### config.mk
export PLATFORM = sky130hd
export DESIGN_NAME = program_counter_unit
export DESIGN_NICKNAME = d
export VERILOG_FILES = /design/src/core/pc_unit_pkg.sv /design/src/core/program_counter_unit.sv
export VERILOG_INCLUDE_DIRS = /design/src /design/src/core
export SDC_FILE = /design/constraint.sdc
export NUM_CORES = 1
export LEC_CHECK = 0
export BUFFER_PORTS_ARGS = -buffer_cell sky130_fd_sc_hd__buf_2
export CAP_MARGIN = 20
export CORE_MARGIN = 4
export CORE_UTILIZATION = 53
export CTS_CLUSTER_SIZE = 40
export DETAILED_ROUTE_END_ITERATION = 12
export GPL_ROUTABILITY_DRIVEN = 0
export PLACE_DENSITY = 0.83
export SLEW_MARGIN = 5
export SYNTH_ARGS = -nofsm -noshare
export SYNTH_HDL_FRONTEND = slang
export SYNTH_SLANG_ARGS = --single-unit
### constraint.sdc
create_clock -name aclk -period 3.9 [get_ports aclk]
set_clock_uncertainty 0.05 [all_clocks]
set_input_delay 0.585 -clock aclk [delete_from_list [all_inputs] [get_ports aclk]]
set_output_delay 0.585 -clock aclk [all_outputs]
set_load 0.01 [all_outputs]
### src/core/pc_unit_map.svh
`ifndef PC_UNIT_MAP_SVH
`define PC_UNIT_MAP_SVH

`define PCU_PC_W 21
`define PCU_RESET_VECTOR 21'h000000
`define PCU_HIGH_VECTOR 21'h000008
`define PCU_LOW_VECTOR 21'h000018
`define PCU_PC_STEP 21'h000002
`define PCU_SP_MAX 5'h1F

`define PCU_OFF_LOW 8'h00
`define PCU_OFF_HIGH_LATCH 8'h04
`define PCU_OFF_UPPER_LATCH 8'h08
`define PCU_OFF_PC_FULL 8'h0C
`define PCU_OFF_TOS 8'h10
`define PCU_OFF_SP 8'h14

`define PCU_RESP_OKAY 2'h0
`define PCU_RESP_SLVERR 2'h2

`endif

### src/core/pc_unit_pkg.sv
`default_nettype none
package pc_unit_pkg;

    typedef struct packed {
        logic step;
        logic branch;
        logic [20:0] target;
        logic irq_wake;
        logic irq_high_prio;
        logic high_priority_global_irq_enable;
        logic low_priority_global_irq_enable;
    } core_req_t;

    typedef enum logic [2:0] {
        src_hold = 3'b000,
        src_step = 3'b001,
        src_branch = 3'b010,
        src_sw_load = 3'b011,
        src_vector = 3'b100,
        src_wake_resume = 3'b101
    } pc_src_t;

endpackage
`default_nettype wire

### src/core/program_counter_unit.sv
// Implementation choices: the register offsets and the AXI4-Lite interface to the registers.
`timescale 1ns/1ps
`default_nettype none
`include "pc_unit_map.svh"
module program_counter_unit #(
    parameter int ADDR_W = 8,
    parameter int PMEM_BYTES = 32768
) (
    input wire logic aclk,
    input wire logic aresetn,
    input wire logic [ADDR_W-1:0] awaddr,
    input wire logic [2:0] awprot,
    input wire logic awvalid,
    output logic awready,
    input wire logic [31:0] wdata,
    input wire logic [3:0] wstrb,
    input wire logic wvalid,
    output logic wready,
    output logic [1:0] bresp,
    output logic bvalid,
    input wire logic bready,
    input wire logic [ADDR_W-1:0] araddr,
    input wire logic [2:0] arprot,
    input wire logic arvalid,
    output logic arready,
    output logic [31:0] rdata,
    output logic [1:0] rresp,
    output logic rvalid,
    input wire logic rready,
    input wire pc_unit_pkg::core_req_t core_req,
    output logic [20:0] pmem_addr,
    input wire logic [15:0] pmem_rdata,
    output logic [15:0] instr_word,
    output logic [20:0] tos_value,
    output logic [4:0] return_stack_pointer
);

    localparam logic [21:0] PMEM_LIMIT = 22'(PMEM_BYTES);

    if (ADDR_W < 8 || ADDR_W > 32) begin : g_bad_addr_w
        $error("ADDR_W must lie between 8 and 32");
    end
    if (PMEM_BYTES < 2 || PMEM_BYTES > 2097152 || (PMEM_BYTES % 2) != 0) begin : g_bad_pmem
        $error("PMEM_BYTES must be even and within the 2 Mbyte space");
    end

    logic [20:0] pc_ff;
    logic [20:0] nxt_pc;
    logic [7:0] pc_high_latch_ff;
    logic [4:0] pc_upper_latch_ff;
    logic [20:0] tos_ff;
    logic [4:0] sp_ff;
    logic [15:0] instr_ff;
    pc_unit_pkg::pc_src_t pc_src;

    logic aw_full_ff;
    logic awready_ff;
    logic [ADDR_W-1:0] aw_addr_ff;
    logic w_full_ff;
    logic wready_ff;
    logic [31:0] w_data_ff;
    logic [3:0] w_strb_ff;
    logic bvalid_ff;
    logic [1:0] bresp_ff;
    logic arready_ff;
    logic rvalid_ff;
    logic [31:0] rdata_ff;
    logic [1:0] rresp_ff;

    logic wr_do;
    logic wr_low;
    logic wr_high;
    logic wr_upper;
    logic wr_mapped;
    logic rd_do;
    logic rd_low;
    logic rd_mapped;
    logic irq_take;
    logic [20:0] vector;
    logic [31:0] rd_word;

    assign awready = awready_ff;
    assign wready = wready_ff;
    assign bvalid = bvalid_ff;
    assign bresp = bresp_ff;
    assign arready = arready_ff;
    assign rvalid = rvalid_ff;
    assign rdata = rdata_ff;
    assign rresp = rresp_ff;
    // fetch port is its own bus, so a fetch and a register access share a cycle
    assign pmem_addr = pc_ff;
    assign instr_word = instr_ff;
    assign tos_value = tos_ff;
    assign return_stack_pointer = sp_ff;

    // write decode; a write fires once both address and data are held and no write response is pending
    assign wr_do = aw_full_ff && w_full_ff && !bvalid_ff;
    assign wr_low = wr_do && aw_addr_ff == ADDR_W'(`PCU_OFF_LOW) && w_strb_ff[0];
    assign wr_high = wr_do && aw_addr_ff == ADDR_W'(`PCU_OFF_HIGH_LATCH) && w_strb_ff[0];
    assign wr_upper = wr_do && aw_addr_ff == ADDR_W'(`PCU_OFF_UPPER_LATCH) && w_strb_ff[0];
    assign wr_mapped = aw_addr_ff == ADDR_W'(`PCU_OFF_LOW) || aw_addr_ff == ADDR_W'(`PCU_OFF_HIGH_LATCH) ||
                       aw_addr_ff == ADDR_W'(`PCU_OFF_UPPER_LATCH) || aw_addr_ff == ADDR_W'(`PCU_OFF_PC_FULL) ||
                       aw_addr_ff == ADDR_W'(`PCU_OFF_TOS) || aw_addr_ff == ADDR_W'(`PCU_OFF_SP);

    assign rd_do = arvalid && arready_ff;
    assign rd_low = rd_do && araddr == ADDR_W'(`PCU_OFF_LOW);

    // the high and upper bytes never appear on their own; the full pc, tos and sp views are read-only
    always_comb begin
        rd_word = 32'h00000000;
        rd_mapped = 1'b1;
        case (araddr)
            ADDR_W'(`PCU_OFF_LOW): rd_word = {24'h000000, pc_ff[7:0]};
            ADDR_W'(`PCU_OFF_HIGH_LATCH): rd_word = {24'h000000, pc_high_latch_ff};
            ADDR_W'(`PCU_OFF_UPPER_LATCH): rd_word = {27'h0000000, pc_upper_latch_ff};
            ADDR_W'(`PCU_OFF_PC_FULL): rd_word = {11'h000, pc_ff};
            ADDR_W'(`PCU_OFF_TOS): rd_word = {11'h000, tos_ff};
            ADDR_W'(`PCU_OFF_SP): rd_word = {27'h0000000, sp_ff};
            default: rd_mapped = 1'b0;
        endcase
    end

    assign irq_take = core_req.irq_wake &&
                      (core_req.high_priority_global_irq_enable || core_req.low_priority_global_irq_enable);
    assign vector = core_req.irq_high_prio ? `PCU_HIGH_VECTOR : `PCU_LOW_VECTOR;

    // wake-up outranks software, software outranks the instruction stream
    always_comb begin
        if (irq_take) begin
            pc_src = pc_unit_pkg::src_vector;
        end else if (core_req.irq_wake) begin
            pc_src = pc_unit_pkg::src_wake_resume;
        end else if (wr_low) begin
            pc_src = pc_unit_pkg::src_sw_load;
        end else if (core_req.branch) begin
            pc_src = pc_unit_pkg::src_branch;
        end else if (core_req.step) begin
            pc_src = pc_unit_pkg::src_step;
        end else begin
            pc_src = pc_unit_pkg::src_hold;
        end
    end

    always_comb begin
        case (pc_src)
            pc_unit_pkg::src_vector: nxt_pc = vector;
            pc_unit_pkg::src_wake_resume: nxt_pc = pc_ff + `PCU_PC_STEP;
            pc_unit_pkg::src_sw_load: nxt_pc = {pc_upper_latch_ff, pc_high_latch_ff, w_data_ff[7:0]};
            pc_unit_pkg::src_branch: nxt_pc = core_req.target;
            pc_unit_pkg::src_step: nxt_pc = pc_ff + `PCU_PC_STEP;
            default: nxt_pc = pc_ff;
        endcase
    end

    // the wrap at the top of the 2 Mbyte space is silent
    always_ff @(posedge aclk) begin
        if (!aresetn) begin
            pc_ff <= `PCU_RESET_VECTOR;
        end else begin
            pc_ff <= {nxt_pc[20:1], 1'b0};
        end
    end

    // a register write in the same cycle as a low byte read wins
    always_ff @(posedge aclk) begin
        if (!aresetn) begin
            pc_high_latch_ff <= 8'h00;
            pc_upper_latch_ff <= 5'h00;
        end else begin
            if (rd_low) begin
                pc_high_latch_ff <= pc_ff[15:8];
                pc_upper_latch_ff <= pc_ff[20:16];
            end
            if (wr_high) begin
                pc_high_latch_ff <= w_data_ff[7:0];
            end
            if (wr_upper) begin
                pc_upper_latch_ff <= w_data_ff[4:0];
            end
        end
    end

    // pointer saturates at PCU_SP_MAX; nothing in this unit ever pops it
    always_ff @(posedge aclk) begin
        if (!aresetn) begin
            tos_ff <= 21'h000000;
            sp_ff <= 5'h00;
        end else if (irq_take) begin
            tos_ff <= pc_ff;
            if (sp_ff != `PCU_SP_MAX) begin
                sp_ff <= sp_ff + 5'h01;
            end
        end
    end

    always_ff @(posedge aclk) begin
        if (!aresetn) begin
            instr_ff <= 16'h0000;
        end else if ({1'b0, pc_ff} >= PMEM_LIMIT) begin
            instr_ff <= 16'h0000;
        end else begin
            instr_ff <= pmem_rdata;
        end
    end

    always_ff @(posedge aclk) begin
        if (!aresetn) begin
            aw_full_ff <= 1'b0;
            awready_ff <= 1'b0;
            aw_addr_ff <= '0;
        end else if (awvalid && awready_ff) begin
            aw_full_ff <= 1'b1;
            awready_ff <= 1'b0;
            aw_addr_ff <= awaddr;
        end else if (wr_do) begin
            aw_full_ff <= 1'b0;
            awready_ff <= 1'b1;
        end else begin
            awready_ff <= !aw_full_ff;
        end
    end

    always_ff @(posedge aclk) begin
        if (!aresetn) begin
            w_full_ff <= 1'b0;
            wready_ff <= 1'b0;
            w_data_ff <= 32'h00000000;
            w_strb_ff <= 4'h0;
        end else if (wvalid && wready_ff) begin
            w_full_ff <= 1'b1;
            wready_ff <= 1'b0;
            w_data_ff <= wdata;
            w_strb_ff <= wstrb;
        end else if (wr_do) begin
            w_full_ff <= 1'b0;
            wready_ff <= 1'b1;
        end else begin
            wready_ff <= !w_full_ff;
        end
    end

    always_ff @(posedge aclk) begin
        if (!aresetn) begin
            bvalid_ff <= 1'b0;
            bresp_ff <= `PCU_RESP_OKAY;
        end else if (wr_do) begin
            bvalid_ff <= 1'b1;
            bresp_ff <= wr_mapped ? `PCU_RESP_OKAY : `PCU_RESP_SLVERR;
        end else if (bvalid_ff && bready) begin
            bvalid_ff <= 1'b0;
        end
    end

    always_ff @(posedge aclk) begin
        if (!aresetn) begin
            arready_ff <= 1'b0;
            rvalid_ff <= 1'b0;
            rdata_ff <= 32'h00000000;
            rresp_ff <= `PCU_RESP_OKAY;
        end else if (rd_do) begin
            arready_ff <= 1'b0;
            rvalid_ff <= 1'b1;
            rdata_ff <= rd_word;
            rresp_ff <= rd_mapped ? `PCU_RESP_OKAY : `PCU_RESP_SLVERR;
        end else if (rvalid_ff && rready) begin
            rvalid_ff <= 1'b0;
            arready_ff <= 1'b1;
        end else begin
            arready_ff <= !rvalid_ff;
        end
    end

    logic rst_seen_ff;
    always_ff @(posedge aclk) begin
        rst_seen_ff <= !aresetn;
    end
endmodule
`default_nettype wire

==> results.md, run 1 <==
- Overall die area: 12100 um^2
- Placed Area: 6290 um^2
- Register area share after synthesis: 0.439
- Critical path start-end classification: register to register
- Crit share post-route: 0.737
- CTS clock-pin slew for the worst setup and hold paths: 0.06 ns
- Class of the most critical hold timing path: input pin to register
- WL met3: 1690 um
- Fraction of power spent switching nets: 0.250
- Top-Level Pins: 212
- Detailed-route DRC error count: 0
- Sequential share of power: 0.433
- Root Driver: sky130_fd_sc_hd__clkbuf_8
- Maximum root-to-sink buffer count: 2
- Clock latency on the worst-skew pair: 0.52 ns
- Flip-flop and latch count after synthesis: 121
- Number of buffers inserted for hold repair after clock tree synthesis: 0
- Yosys warns: 0
- Global-route wire length before repair: 24600 um
- Proportion of synthesized flip-flops having asynchronous set or reset: 0
- Share of cells above drive strength 1: 0.266
- Delay-heaviest family, CP: simple AND/OR/NAND/NOR gates
- Overall track demand over capacity in global routing: 0.262
- Synth Area in Compound Gates: 0.215
- Net Sw Power: 775 uW
- Number of antenna violations at the first check in global routing: 0
- Number of vias per cell: 5.80
- Number of buffer cells added on primary ports: 162
- Average instance area after synthesis: 8.34 um^2
- Achievable frequency: 0.348 GHz
- Area of the core: 9950 um^2
- Dominant combinational cell family by area after synthesis: compound AO/OA/AOI/OAI gates
- Overall Power: 3.10 mW
- Area growth from synthesis to layout: 24.2%
- Top flip-flop cell by instance count after synthesis: sky130_fd_sc_hd__dfxtp_1
- Synth Instances: 662
- Setup-violating endpoint count in the final report: 0
- Post-CTS Resized: 0
- Per-cell routed wire length: 17.1 um
- Worst path bufs/invs: 0
- Count of different cell masters after synthesis: 59
- CP cell instances: or4_4 > nor4_1 > or4_1 > nor2_1 > a21oi_1 > o21ai_0
- Postcts setup bufs: 0
- Number of global-route vias before repair: 5052
- Pwr Density: 452 nW/um^2
- Fill cell count: 815
- Kind of launch point of the worst setup path: register
- Ant. Diodes: 0
- CP Capture Type: register
- Sum of routed wire length over all layers: 16200 um
- Clock period minus worst slack: 2.88 ns
- Highest Signal Layer: met4
- Initial DRC Count: 554
- Multi-input gate area: 2780 um^2
- Internal portion of total power: 2.32 mW
- Post-Route Setup TNS: 0 ns
- RSZ-0062 raised after global routing: no
- Final standard cell area without fillers: 6860 um^2
- Total CTS buffers: 17
- Run status: completed
- Clock sinks: 121
- XOR/XNOR share of the synthesized area: 0.0206
- # Max-Cap Violations: 0
- Std cell rows: 36
- Maximum number of pins on one net before global-route repair: 60
- Effective utilization at floorplan: 0.555
- Tightest Pin Transition: 0.896 ns
- Relative contribution of combinational cells to total power: 0.094
- Post-synthesis share of cell area spent on full adders, half adders and majority gates: 0.00906
- Critical path's slowest cell: sky130_fd_sc_hd__nor4_1
- VDD IR-drop max: 0.238 mV
- Number of detailed-routing iterations run before antenna repair: 8
- Simple-gate area share of the yosys netlist: 0.204
- Antenna Violating Nets Remaining: 0
- Clock network fraction of design power: 0.472
- Detailed-routed wire length on met2: 7800 um
- Clock tree from TritonCTS: yes
- Y dimension of the die: 110 um
- Maximum single-stage delay on the critical path: 0.76 ns
- Cell area after technology mapping: 5520 um^2
- Metal-1 WL: 6340 um
- Maximum fanout along the worst path: 13
- Worst EP arrival: 3.21 ns
- Storage cell area: 2420 um^2
- Headroom to the max-slew limit: 0.401
- Critical path data required time: 4.23 ns
- Leakage power figure: 2.98 nW
- Hold Fails Final Rpt: 0
- CTS H-Tree Depth: 4
- Total number of nets in the final design: 917
- Final global-route overflow total: 0
- Die boundary width: 110 um
- Final max-slew violation count: 0
- Count of vias placed by the detailed router: 5513
- Post-synthesis mux area share: 0.0437
- Half-perimeter wire length after placement: 11700 um
- Number of flops mapped to enable cells by yosys: 0
==> metrics by stage <==
stage | cells | setup WS, ns | hold WS (ns) | util
6_report | 950 | 1.02 | 0.213 | 0.689
3_3_place_gp | 918 | 0.996 | 0.381 | 0.632
5_1_grt | 950 | 0.915 | 0.197 | 0.689
3_5_place_dp | 918 | 0.953 | 0.391 | 0.632
4_1_cts | 949 | 1.14 | 0.203 | 0.689
2_1_floorplan | 676 | 1.35 | 0.386 | -
==> worst reg2reg max path, delay by kind of cell (launching register included) <==
family / cells / cell delay (ns)
simple gates: 4 / 2.02
compound gates: 2 / 0.36
flops: 1 / 0.31
==> cell families (layout without fill, tap and decap cells) <==
family	Yosys count	count (layout)
simple gates	231	231
buf+inv	75	216
fa+ha+maj	4	4
mux	24	24
xor+xnor	13	13
other cells	1	15
compound gates	193	193
flops	121	121
==> flip-flops by register name (all words and copies together) (netlist names), 5 cells and up <==
name	flops
pc_upper_latch_ff	5
tos_value	20
pc_high_latch_ff	8
pmem_addr	20
w_data_ff	8
rdata	21
return_stack_pointer	5
instr_word	16
aw_addr_ff	8
==> final timing paths <==
| kind | startpoint | endpoint | slack, ns | cells past startpoint |
|---|---|---|---|---|
| worst max-delay path | aw_addr_ff[0] | pmem_addr[7] | 1.02 | 6 |
| worst min-delay path | pmem_rdata[3] | instr_word[3] | 0.21 | 2 |
| worst max register to register | aw_addr_ff[0] | pmem_addr[7] | 1.02 | 6 |
| worst min register to register | rdata[18] | rdata[18] | 0.40 | 2 |
==> Yosys cell counts (all sizes together), types with 9 or more instances <==
cell type  number  area [um^2]
a21oi          81          409
a22oi          18          135
and2           20          125
buf            29          204
clkbuf         34          128
dfxtp         121         2420
inv            12         45.0
mux2i          23          230
nand2         110          413
nand3          17         85.1
nor2           26         97.6
nor4            9         56.3
o21ai          48          240
==> cells in the final DEF (no fill, tap or decap), drive strengths merged, types with 6 or more instances in the layout <==
master / instances
buf: 172
xor2: 6
nand2b: 7
conb: 15
nand3: 17
nand4: 8
nor3: 6
a21oi: 81
clkinv: 7
nor2: 26
a22oi: 18
mux2i: 23
inv: 11
and2: 20
nand2: 110
dfxtp: 121
clkbuf: 20
o21ai: 48
or4: 7
o211ai: 8
xnor2: 7
nor4: 9
==> layer usage <==
metal | global-route usage | vias up
li1 | - | 2611
met1 | 0.334 | 2533
met2 | 0.427 | 333
met3 | 0.0687 | 36
met4 | 0.0962 | 0
met5 | 0 | -
==> power by group through the flow <==
stage | Clock (mW) | Combinational [mW] | Sequential (mW)
final | 1.46 | 0.293 | 1.34
after global routing | 1.53 | 0.325 | 1.35
after CTS | 1.48 | 0.292 | 1.34
after detailed placement | 0 | 0.288 | 1.37
after global placement | 0 | 0.280 | 1.36
after floorplan | 0 | 0.186 | 1.36
==> final cells by class <==
| cell class | count | share of cell area |
|---|---|---|
| clock buffer | 19 | 0.0629 |
| clock inverter | 12 | 0.0186 |
| inverter | 12 | 0.00657 |
| multi-input combinational | 480 | 0.405 |
| sequential | 121 | 0.353 |
| tap | 133 | 0.0243 |
| timing repair buffer | 173 | 0.130 |
Note: power is estimated with default switching activity, not from simulation.
==> run 2, diff against run 1 <==
--- a/config.mk
+++ b/config.mk
@@ -9,11 +9,11 @@
 export BUFFER_PORTS_ARGS = -buffer_cell sky130_fd_sc_hd__buf_2
 export CAP_MARGIN = 20
 export CORE_MARGIN = 4
-export CORE_UTILIZATION = 53
+export CORE_UTILIZATION = 44
 export CTS_CLUSTER_SIZE = 40
 export DETAILED_ROUTE_END_ITERATION = 12
 export GPL_ROUTABILITY_DRIVEN = 0
-export PLACE_DENSITY = 0.83
+export PLACE_DENSITY = 0.73
 export SLEW_MARGIN = 5
 export SYNTH_ARGS = -nofsm -noshare
 export SYNTH_HDL_FRONTEND = slang
==> constraint.sdc (replaced) <==
create_clock -name aclk -period 2.4 [get_ports aclk]
set_clock_uncertainty 0.05 [all_clocks]
set_input_delay 0.36 -clock aclk [delete_from_list [all_inputs] [get_ports aclk]]
set_output_delay 0.36 -clock aclk [all_outputs]
set_load 0.01 [all_outputs]
==> run 2 against run 1 <==
The flow now finishes with violations (setup timing). Sequential power rose by 61%. Global-route usage fell by 2.9 points. Clock-buffer cell count rose by 1. Largest cell class unchanged. Sequential cell count did not move. Final area rose by 6.3%. Sequential share of layout area fell by 2.1 points. Largest power group unchanged. Utilization fell by 9.0 points. Critical path depth rose by 1. First-iteration DRC count fell by 25%. Non-clock buffer count rose by 46.
==> results.md, run 2 (synthesized netlist as in run 1, its figures left out) <==
- CTS H-Tree Depth: 4 (unchanged)
- Effective utilization at floorplan: 0.454 (-0.101)
- Tightest Pin Transition: 0.924 ns (+0.0284 ns)
- Most common cell after layout, fill and taps aside: sky130_fd_sc_hd__buf_2
- Area of the core: 12200 um^2 (+22%)
- Violated checks: setup timing
- R2R cell count: 7 (+1)
- CP cell instances: or4b_4 > or4_4 > a21oi_4 > buf_12 > mux2i_4 > o32ai_2 > a21o_1
- Antenna Violating Nets Remaining: 0 (unchanged)
- CP Capture Type: register
- Overall die area: 14400 um^2 (+19%)
- Per-cell routed wire length: 16.7 um (-2.4%)
- Number of global-route vias before repair: 5160 (+2.1%)
- VDD IR-drop max: 0.437 mV (+84%)
- Total CTS buffers: 17 (unchanged)
- Overall track demand over capacity in global routing: 0.233 (-0.0288)
- Critical path start-end classification: register to register
- Metal-1 WL: 7090 um (+12%)
- Final standard cell area without fillers: 7290 um^2 (+6.3%)
- WHS Endpoint: instr_word[6]
- Worst R2R Setup Slack: -0.06 ns (-1.08 ns)
- Share of cells above drive strength 1: 0.313 (+0.0472)
- Pwr Density: 692 nW/um^2 (+53%)
- Detailed-routed wire length on met2: 8210 um (+5.3%)
- Worst EP arrival: 2.72 ns (-0.49 ns)
- Setup-violating endpoint count in the final report: 10 (+10)
- Flip-flop count of the largest register, all copies and words added: 21 (unchanged)
- Global-route wire length before repair: 26400 um (+7.0%)
- Kind of launch point of the worst setup path: register
- Clock sinks: 121 (unchanged)
- Y dimension of the die: 120 um (+9.0%)
- Maximum root-to-sink buffer count: 2 (unchanged)
- Startpoint of the worst-slack reg-to-reg timing path: aw_addr_ff[2]
- Most frequent cells in the layout: sky130_fd_sc_hd__buf_2, sky130_fd_sc_hd__dfxtp_1, sky130_fd_sc_hd__nand2_1, sky130_fd_sc_hd__a21oi_1, sky130_fd_sc_hd__buf_4
- Hold Fails Final Rpt: 0 (unchanged)
- Die boundary width: 120 um (+9.0%)
- Highest Signal Layer: met4
- # Max-Cap Violations: 0 (unchanged)
- Worst path bufs/invs: 1 (+1)
- Final Worst Setup Slack: -0.0578 ns (-1.08 ns)
- Clock period minus worst slack: 2.46 ns (-0.418 ns)
- Half-perimeter wire length after placement: 12500 um (+6.5%)
- Count of vias placed by the detailed router: 5562 (+0.89%)
- Sum of routed wire length over all layers: 17100 um (+5.6%)
- Delay-heaviest family, CP: simple AND/OR/NAND/NOR gates
- Maximum fanout along the worst path: 12 (-1)
- Root Driver: sky130_fd_sc_hd__clkbuf_16
- Final max-slew violation count: 0 (unchanged)
- Top-Level Pins: 212 (unchanged)
- Maximum single-stage delay on the critical path: 0.57 ns (-0.19 ns)
- Total number of nets in the final design: 963 (+5.0%)
- Overall Power: 5.04 mW (+63%)
- WL met3: 1400 um (-17%)
- Clock tree from TritonCTS: yes
- Number of detailed-routing iterations run before antenna repair: 5 (-3)
- Worst hold slack across all endpoints: 0.0844 ns (-0.128 ns)
- Achievable frequency: 0.407 GHz (+17%)
- Area growth from synthesis to layout: 32.0%
- Std cell rows: 40 (+11%)
- RSZ-0062 raised after global routing: yes
- Clock latency on the worst-skew pair: 0.42 ns (-0.10 ns)
- Final global-route overflow total: 0 (unchanged)
- Number of buffer cells added on primary ports: 162 (unchanged)
- Detailed-route DRC error count: 0 (unchanged)
- CTS clock-pin slew for the worst setup and hold paths: 0.05 ns (about the same)
- Run status: finished with violations
- Maximum number of pins on one net before global-route repair: 37 (-38%)
- Class of the most critical hold timing path: input pin to register
- Critical path's slowest cell: sky130_fd_sc_hd__or4_4
- Reg2Reg Capture Point: pmem_addr[15]
- Headroom to the max-slew limit: 0.379 (-0.0218)
- Number of antenna violations at the first check in global routing: 0 (unchanged)
- Leakage power figure: 3.21 nW (+7.8%)
- Hold Path Origin: pmem_rdata[6]
- Hold path cells: 2 (unchanged)
- Number of vias per cell: 5.41 (-6.8%)
- Ant. Diodes: 0 (unchanged)
- Crit share post-route: 1.02 (+0.287)
- Placed Area: 6640 um^2 (+5.5%)
- Initial DRC Count: 414 (-25%)
- Critical path data required time: 2.66 ns (-1.57 ns)
-- run 2: report_power, final --
part / internal, mW / leakage, nW / switching (mW)
clock: 1.44 / 0.255 / 0.873
combinational: 0.247 / 1.97 / 0.316
sequential: 2.09 / 0.985 / 0.0733
-- run 2: worst max path at each step --
stage	startpoint	to	slack [ns]	depth (start not counted)
final	aw_addr_ff[2]	pmem_addr[15]	-0.06	7
after floorplan	araddr[1]	pc_high_latch_ff[4]	0.08	7
after global placement	aw_addr_ff[0]	pmem_addr[7]	-0.03	7
after CTS	aw_addr_ff[0]	pmem_addr[18]	-0.04	6
after detailed placement	aw_addr_ff[0]	pmem_addr[20]	-0.04	7
after global routing	aw_addr_ff[2]	pmem_addr[11]	-0.12	6
-- run 2: what timing repair did --
action	in CTS	in global routing
endpoints found under the hold margin	0	0
pin swaps	1	5
setup buffers	0	9
cloned	0	0
endpoints found under the setup margin	11	20
hold buffers	0	0
resized for setup	3	11
-- run 2: final cells by class --
| type | instances | area, um^2 |
|---|---|---|
| Multi-Input combinational cell | 480 | 2830 |
| Timing Repair Buffer | 219 | 1250 |
| Tap cell | 168 | 210 |
| Inverter | 12 | 45.0 |
| Clock inverter | 8 | 76.3 |
| Sequential cell | 121 | 2420 |
| Fill cell | 1119 | 4870 |
| Clock buffer | 20 | 457 |
-- run 2: metal layers --
metal,track usage,up-vias
met5,0,-
met4,0.102,0
met3,0.0650,38
met2,0.372,239
met1,0.295,2583
li1,-,2702
-- run 2: worst reg2reg max path, cell delays in order (launching register included) --
cell,delay (ns)
sky130_fd_sc_hd__dfxtp_1,0.31
sky130_fd_sc_hd__or4b_4,0.54
sky130_fd_sc_hd__or4_4,0.58
sky130_fd_sc_hd__a21oi_4,0.20
sky130_fd_sc_hd__buf_12,0.16
sky130_fd_sc_hd__mux2i_4,0.23
sky130_fd_sc_hd__o32ai_2,0.10
sky130_fd_sc_hd__a21o_1,0.18
-- run 2: metrics by stage --
stage          worst slack, ns   util  setup TNS [ns]  instances
2_1_floorplan           0.0762      -               0        676
3_3_place_gp           -0.0252  0.546          -0.129        991
6_report               -0.0578  0.599          -0.219       1028
4_1_cts                -0.0419  0.591         -0.0871       1019
3_5_place_dp           -0.0382  0.546          -0.341        991
5_1_grt                 -0.119  0.599           -1.16       1028
==> run 3, diff against run 2 <==
--- a/config.mk
+++ b/config.mk
@@ -12,8 +12,7 @@
 export CORE_UTILIZATION = 44
 export CTS_CLUSTER_SIZE = 40
 export DETAILED_ROUTE_END_ITERATION = 12
-export GPL_ROUTABILITY_DRIVEN = 0
-export PLACE_DENSITY = 0.73
+export PLACE_DENSITY_LB_ADDON = 0.12
 export SLEW_MARGIN = 5
 export SYNTH_ARGS = -nofsm -noshare
 export SYNTH_HDL_FRONTEND = slang
==> run 3 against run 2 <==
The flow still finishes with violations (setup timing). Via count decreased by 1.6%. Highest routed layer unchanged. Worst hold slack improved by 0.0075 ns. Wire length decreased by 0.47%. Clock-buffer cell count grew 3. Worst setup slack gained 0.020 ns. Critical endpoint is now pmem_addr[6].
==> results.md, run 3 (synthesized netlist as in run 1, its figures left out) <==
- Clock latency on the worst-skew pair: 0.42 ns (about the same)
- Tightest Pin Transition: 0.749 ns (-0.175 ns)
- Y dimension of the die: 120 um (unchanged)
- Count of vias placed by the detailed router: 5473 (-1.6%)
- CTS clock-pin slew for the worst setup and hold paths: 0.05 ns (about the same)
- Final standard cell area without fillers: 7330 um^2 (+0.57%)
- Critical path start-end classification: register to register
- Global placement routability congestion: 0.891
- Share of the core filled with cells in the final layout: 0.603 (+0.00340)
- Number of buffers inserted for hold repair after clock tree synthesis: 0 (unchanged)
- Root Driver: sky130_fd_sc_hd__clkbuf_16
- Total number of nets in the final design: 966 (+0.31%)
- Net Sw Power: 1.26 mW (+0.18%)
- # Max-Cap Violations: 0 (unchanged)
- Post-Route Setup TNS: -0.140 ns (+0.0799 ns)
- Final Worst Setup Slack: -0.0381 ns (+0.0197 ns)
- CP Capture Type: register
- Clock network fraction of design power: 0.456 (-0.004)
- Detailed-route DRC error count: 0 (unchanged)
- R2R cell count: 7 (unchanged)
- Number of buffer cells added on primary ports: 162 (unchanged)
- Worst EP arrival: 2.70 ns (-0.02 ns)
- Critical path's slowest cell: sky130_fd_sc_hd__or4_4
- Pwr Density: 683 nW/um^2 (-1.2%)
- Overall track demand over capacity in global routing: 0.237 (+0.00334)
- Ant. Diodes: 0 (unchanged)
- Critical path data required time: 2.66 ns (about the same)
- Kind of launch point of the worst setup path: register
- Effective utilization at floorplan: 0.454 (unchanged)
- Maximum root-to-sink buffer count: 2 (unchanged)
- Std cell rows: 40 (unchanged)
- Clock sinks: 121 (unchanged)
- Share of cells above drive strength 1: 0.316 (+0.00282)
- Worst R2R Setup Slack: -0.04 ns (+0.02 ns)
- Number of detailed-routing iterations run before antenna repair: 5 (unchanged)
- VDD IR-drop max: 0.433 mV (-0.78%)
- Achievable frequency: 0.410 GHz (+0.81%)
- Overall die area: 14400 um^2 (unchanged)
- Startpoint of the most critical setup path: aw_addr_ff[2]
- Headroom to the max-slew limit: 0.496 (+0.117)
- Clock period minus worst slack: 2.44 ns (-0.0197 ns)
- Total CTS buffers: 17 (unchanged)
- Post-Place Setup Slack: -0.143 ns (-0.105 ns)
- Number of global-route vias before repair: 5203 (+0.83%)
- CTS H-Tree Depth: 4 (unchanged)
- Most common cell after layout, fill and taps aside: sky130_fd_sc_hd__buf_2
- Startpoint of the worst-slack reg-to-reg timing path: aw_addr_ff[2]
- Hold Fails Final Rpt: 0 (unchanged)
- Most frequent cells in the layout: sky130_fd_sc_hd__buf_2, sky130_fd_sc_hd__dfxtp_1, sky130_fd_sc_hd__nand2_1, sky130_fd_sc_hd__a21oi_1, sky130_fd_sc_hd__buf_4
- Violated checks: setup timing
- Final max-slew violation count: 0 (unchanged)
- Maximum single-stage delay on the critical path: 0.59 ns (+0.02 ns)
- Run status: finished with violations
- Clock tree from TritonCTS: yes
- CP cell instances: or4b_4 > or4_4 > a21oi_4 > buf_12 > mux2i_2 > o221ai_1 > and2_1
- Setup-violating endpoint count in the final report: 7 (-3)
- Number of antenna violations at the first check in global routing: 0 (unchanged)
- Per-cell routed wire length: 16.5 um (-0.95%)
- Area growth from synthesis to layout: 32.8%
- Number of vias per cell: 5.30 (-2.1%)
- Relative contribution of combinational cells to total power: 0.113 (about the same)
- Placed Area: 6690 um^2 (+0.75%)
- Final global-route overflow total: 0 (unchanged)
- Leakage power figure: 3.24 nW (+0.71%)
- RSZ-0062 raised after global routing: yes
- Top-Level Pins: 212 (unchanged)
- Area of the core: 12200 um^2 (unchanged)
- Crit share post-route: 1.02 (-0.00822)
- Half-perimeter wire length after placement: 12800 um (+2.5%)
- Maximum fanout along the worst path: 13 (+1)
- Reg2Reg Capture Point: pmem_addr[6]
- Overall Power: 5.01 mW (-0.63%)
- Global-route wire length before repair: 26800 um (+1.5%)
- Sum of routed wire length over all layers: 17100 um (-0.47%)
- Antenna Violating Nets Remaining: 0 (unchanged)
- Flip-flop count of the largest register, all copies and words added: 21 (unchanged)
- Internal portion of total power: 3.75 mW (-0.90%)
- Maximum number of pins on one net before global-route repair: 59 (+59%)
- Die boundary width: 120 um (unchanged)
- Class of the most critical hold timing path: input pin to register
- Sequential share of power: 0.431 (+0.002)
- Initial DRC Count: 386 (-6.8%)
- Fraction of power spent switching nets: 0.252 (+0.00203)
- Critical path capture point: pmem_addr[6]
==> run 3: timing repair <==
item                                    CTS  global route
pin swaps                                 1             2
endpoints found under the hold margin     0             0
endpoints found under the setup margin   15            21
setup buffers                             1             4
resized for setup                         7            10
==> run 3: worst min-delay path by stage <==
stage,startpoint,to,slack (ns),depth (start not counted)
2_1_floorplan,aw_addr_ff[6],aw_addr_ff[6],0.39,2
3_3_place_gp,rdata[9],rdata[9],0.38,2
3_5_place_dp,rdata[10],rdata[10],0.39,2
4_1_cts,pmem_rdata[4],instr_word[4],0.08,2
5_1_grt,pmem_rdata[1],instr_word[1],0.09,2
6_report,pmem_rdata[8],instr_word[8],0.09,2
==> run 3: worst max-delay path: cells and delay by family, from the launching register on <==
kind                   cells  cell delay [ns]
AO/OA/AOI/OAI              2             0.28
buffers and inverters      1             0.17
flip-flops                 1             0.31
multiplexers               1             0.23
AND/OR/NAND/NOR            3             1.29
==> run 3: through the flow <==
step	instances	hold slack (ns)
global placement	997	0.380
detailed placement	998	0.387
finish	1033	0.0919
CTS	1029	0.0764
global route	1033	0.0882
floorplan	676	0.386
==> run 3: power groups by stage <==
stage	clock network [mW]	registers, mW	logic [mW]
global placement	0	2.20	0.533
finish	2.28	2.16	0.565
floorplan	0	2.20	0.303
detailed placement	0	2.20	0.544
CTS	2.31	2.16	0.554
global route	2.41	2.17	0.624
==> run 3: layout make-up <==
type / instances / area [um^2]
Fill cell: 1132 / 4830
Timing Repair Buffer: 222 / 1280
Clock buffer: 23 / 488
Sequential cell: 121 / 2420
Clock inverter: 7 / 45.0
Inverter: 12 / 45.0
Multi-Input combinational cell: 480 / 2840
Tap cell: 168 / 210
==> run 3: per-layer routing <==
layer / wire length, um / global-route usage
met2: 8100 / 0.384
met5: 0 / 0
met3: 1190 / 0.0542
met4: 373 / 0.0895
met1: 7400 / 0.306
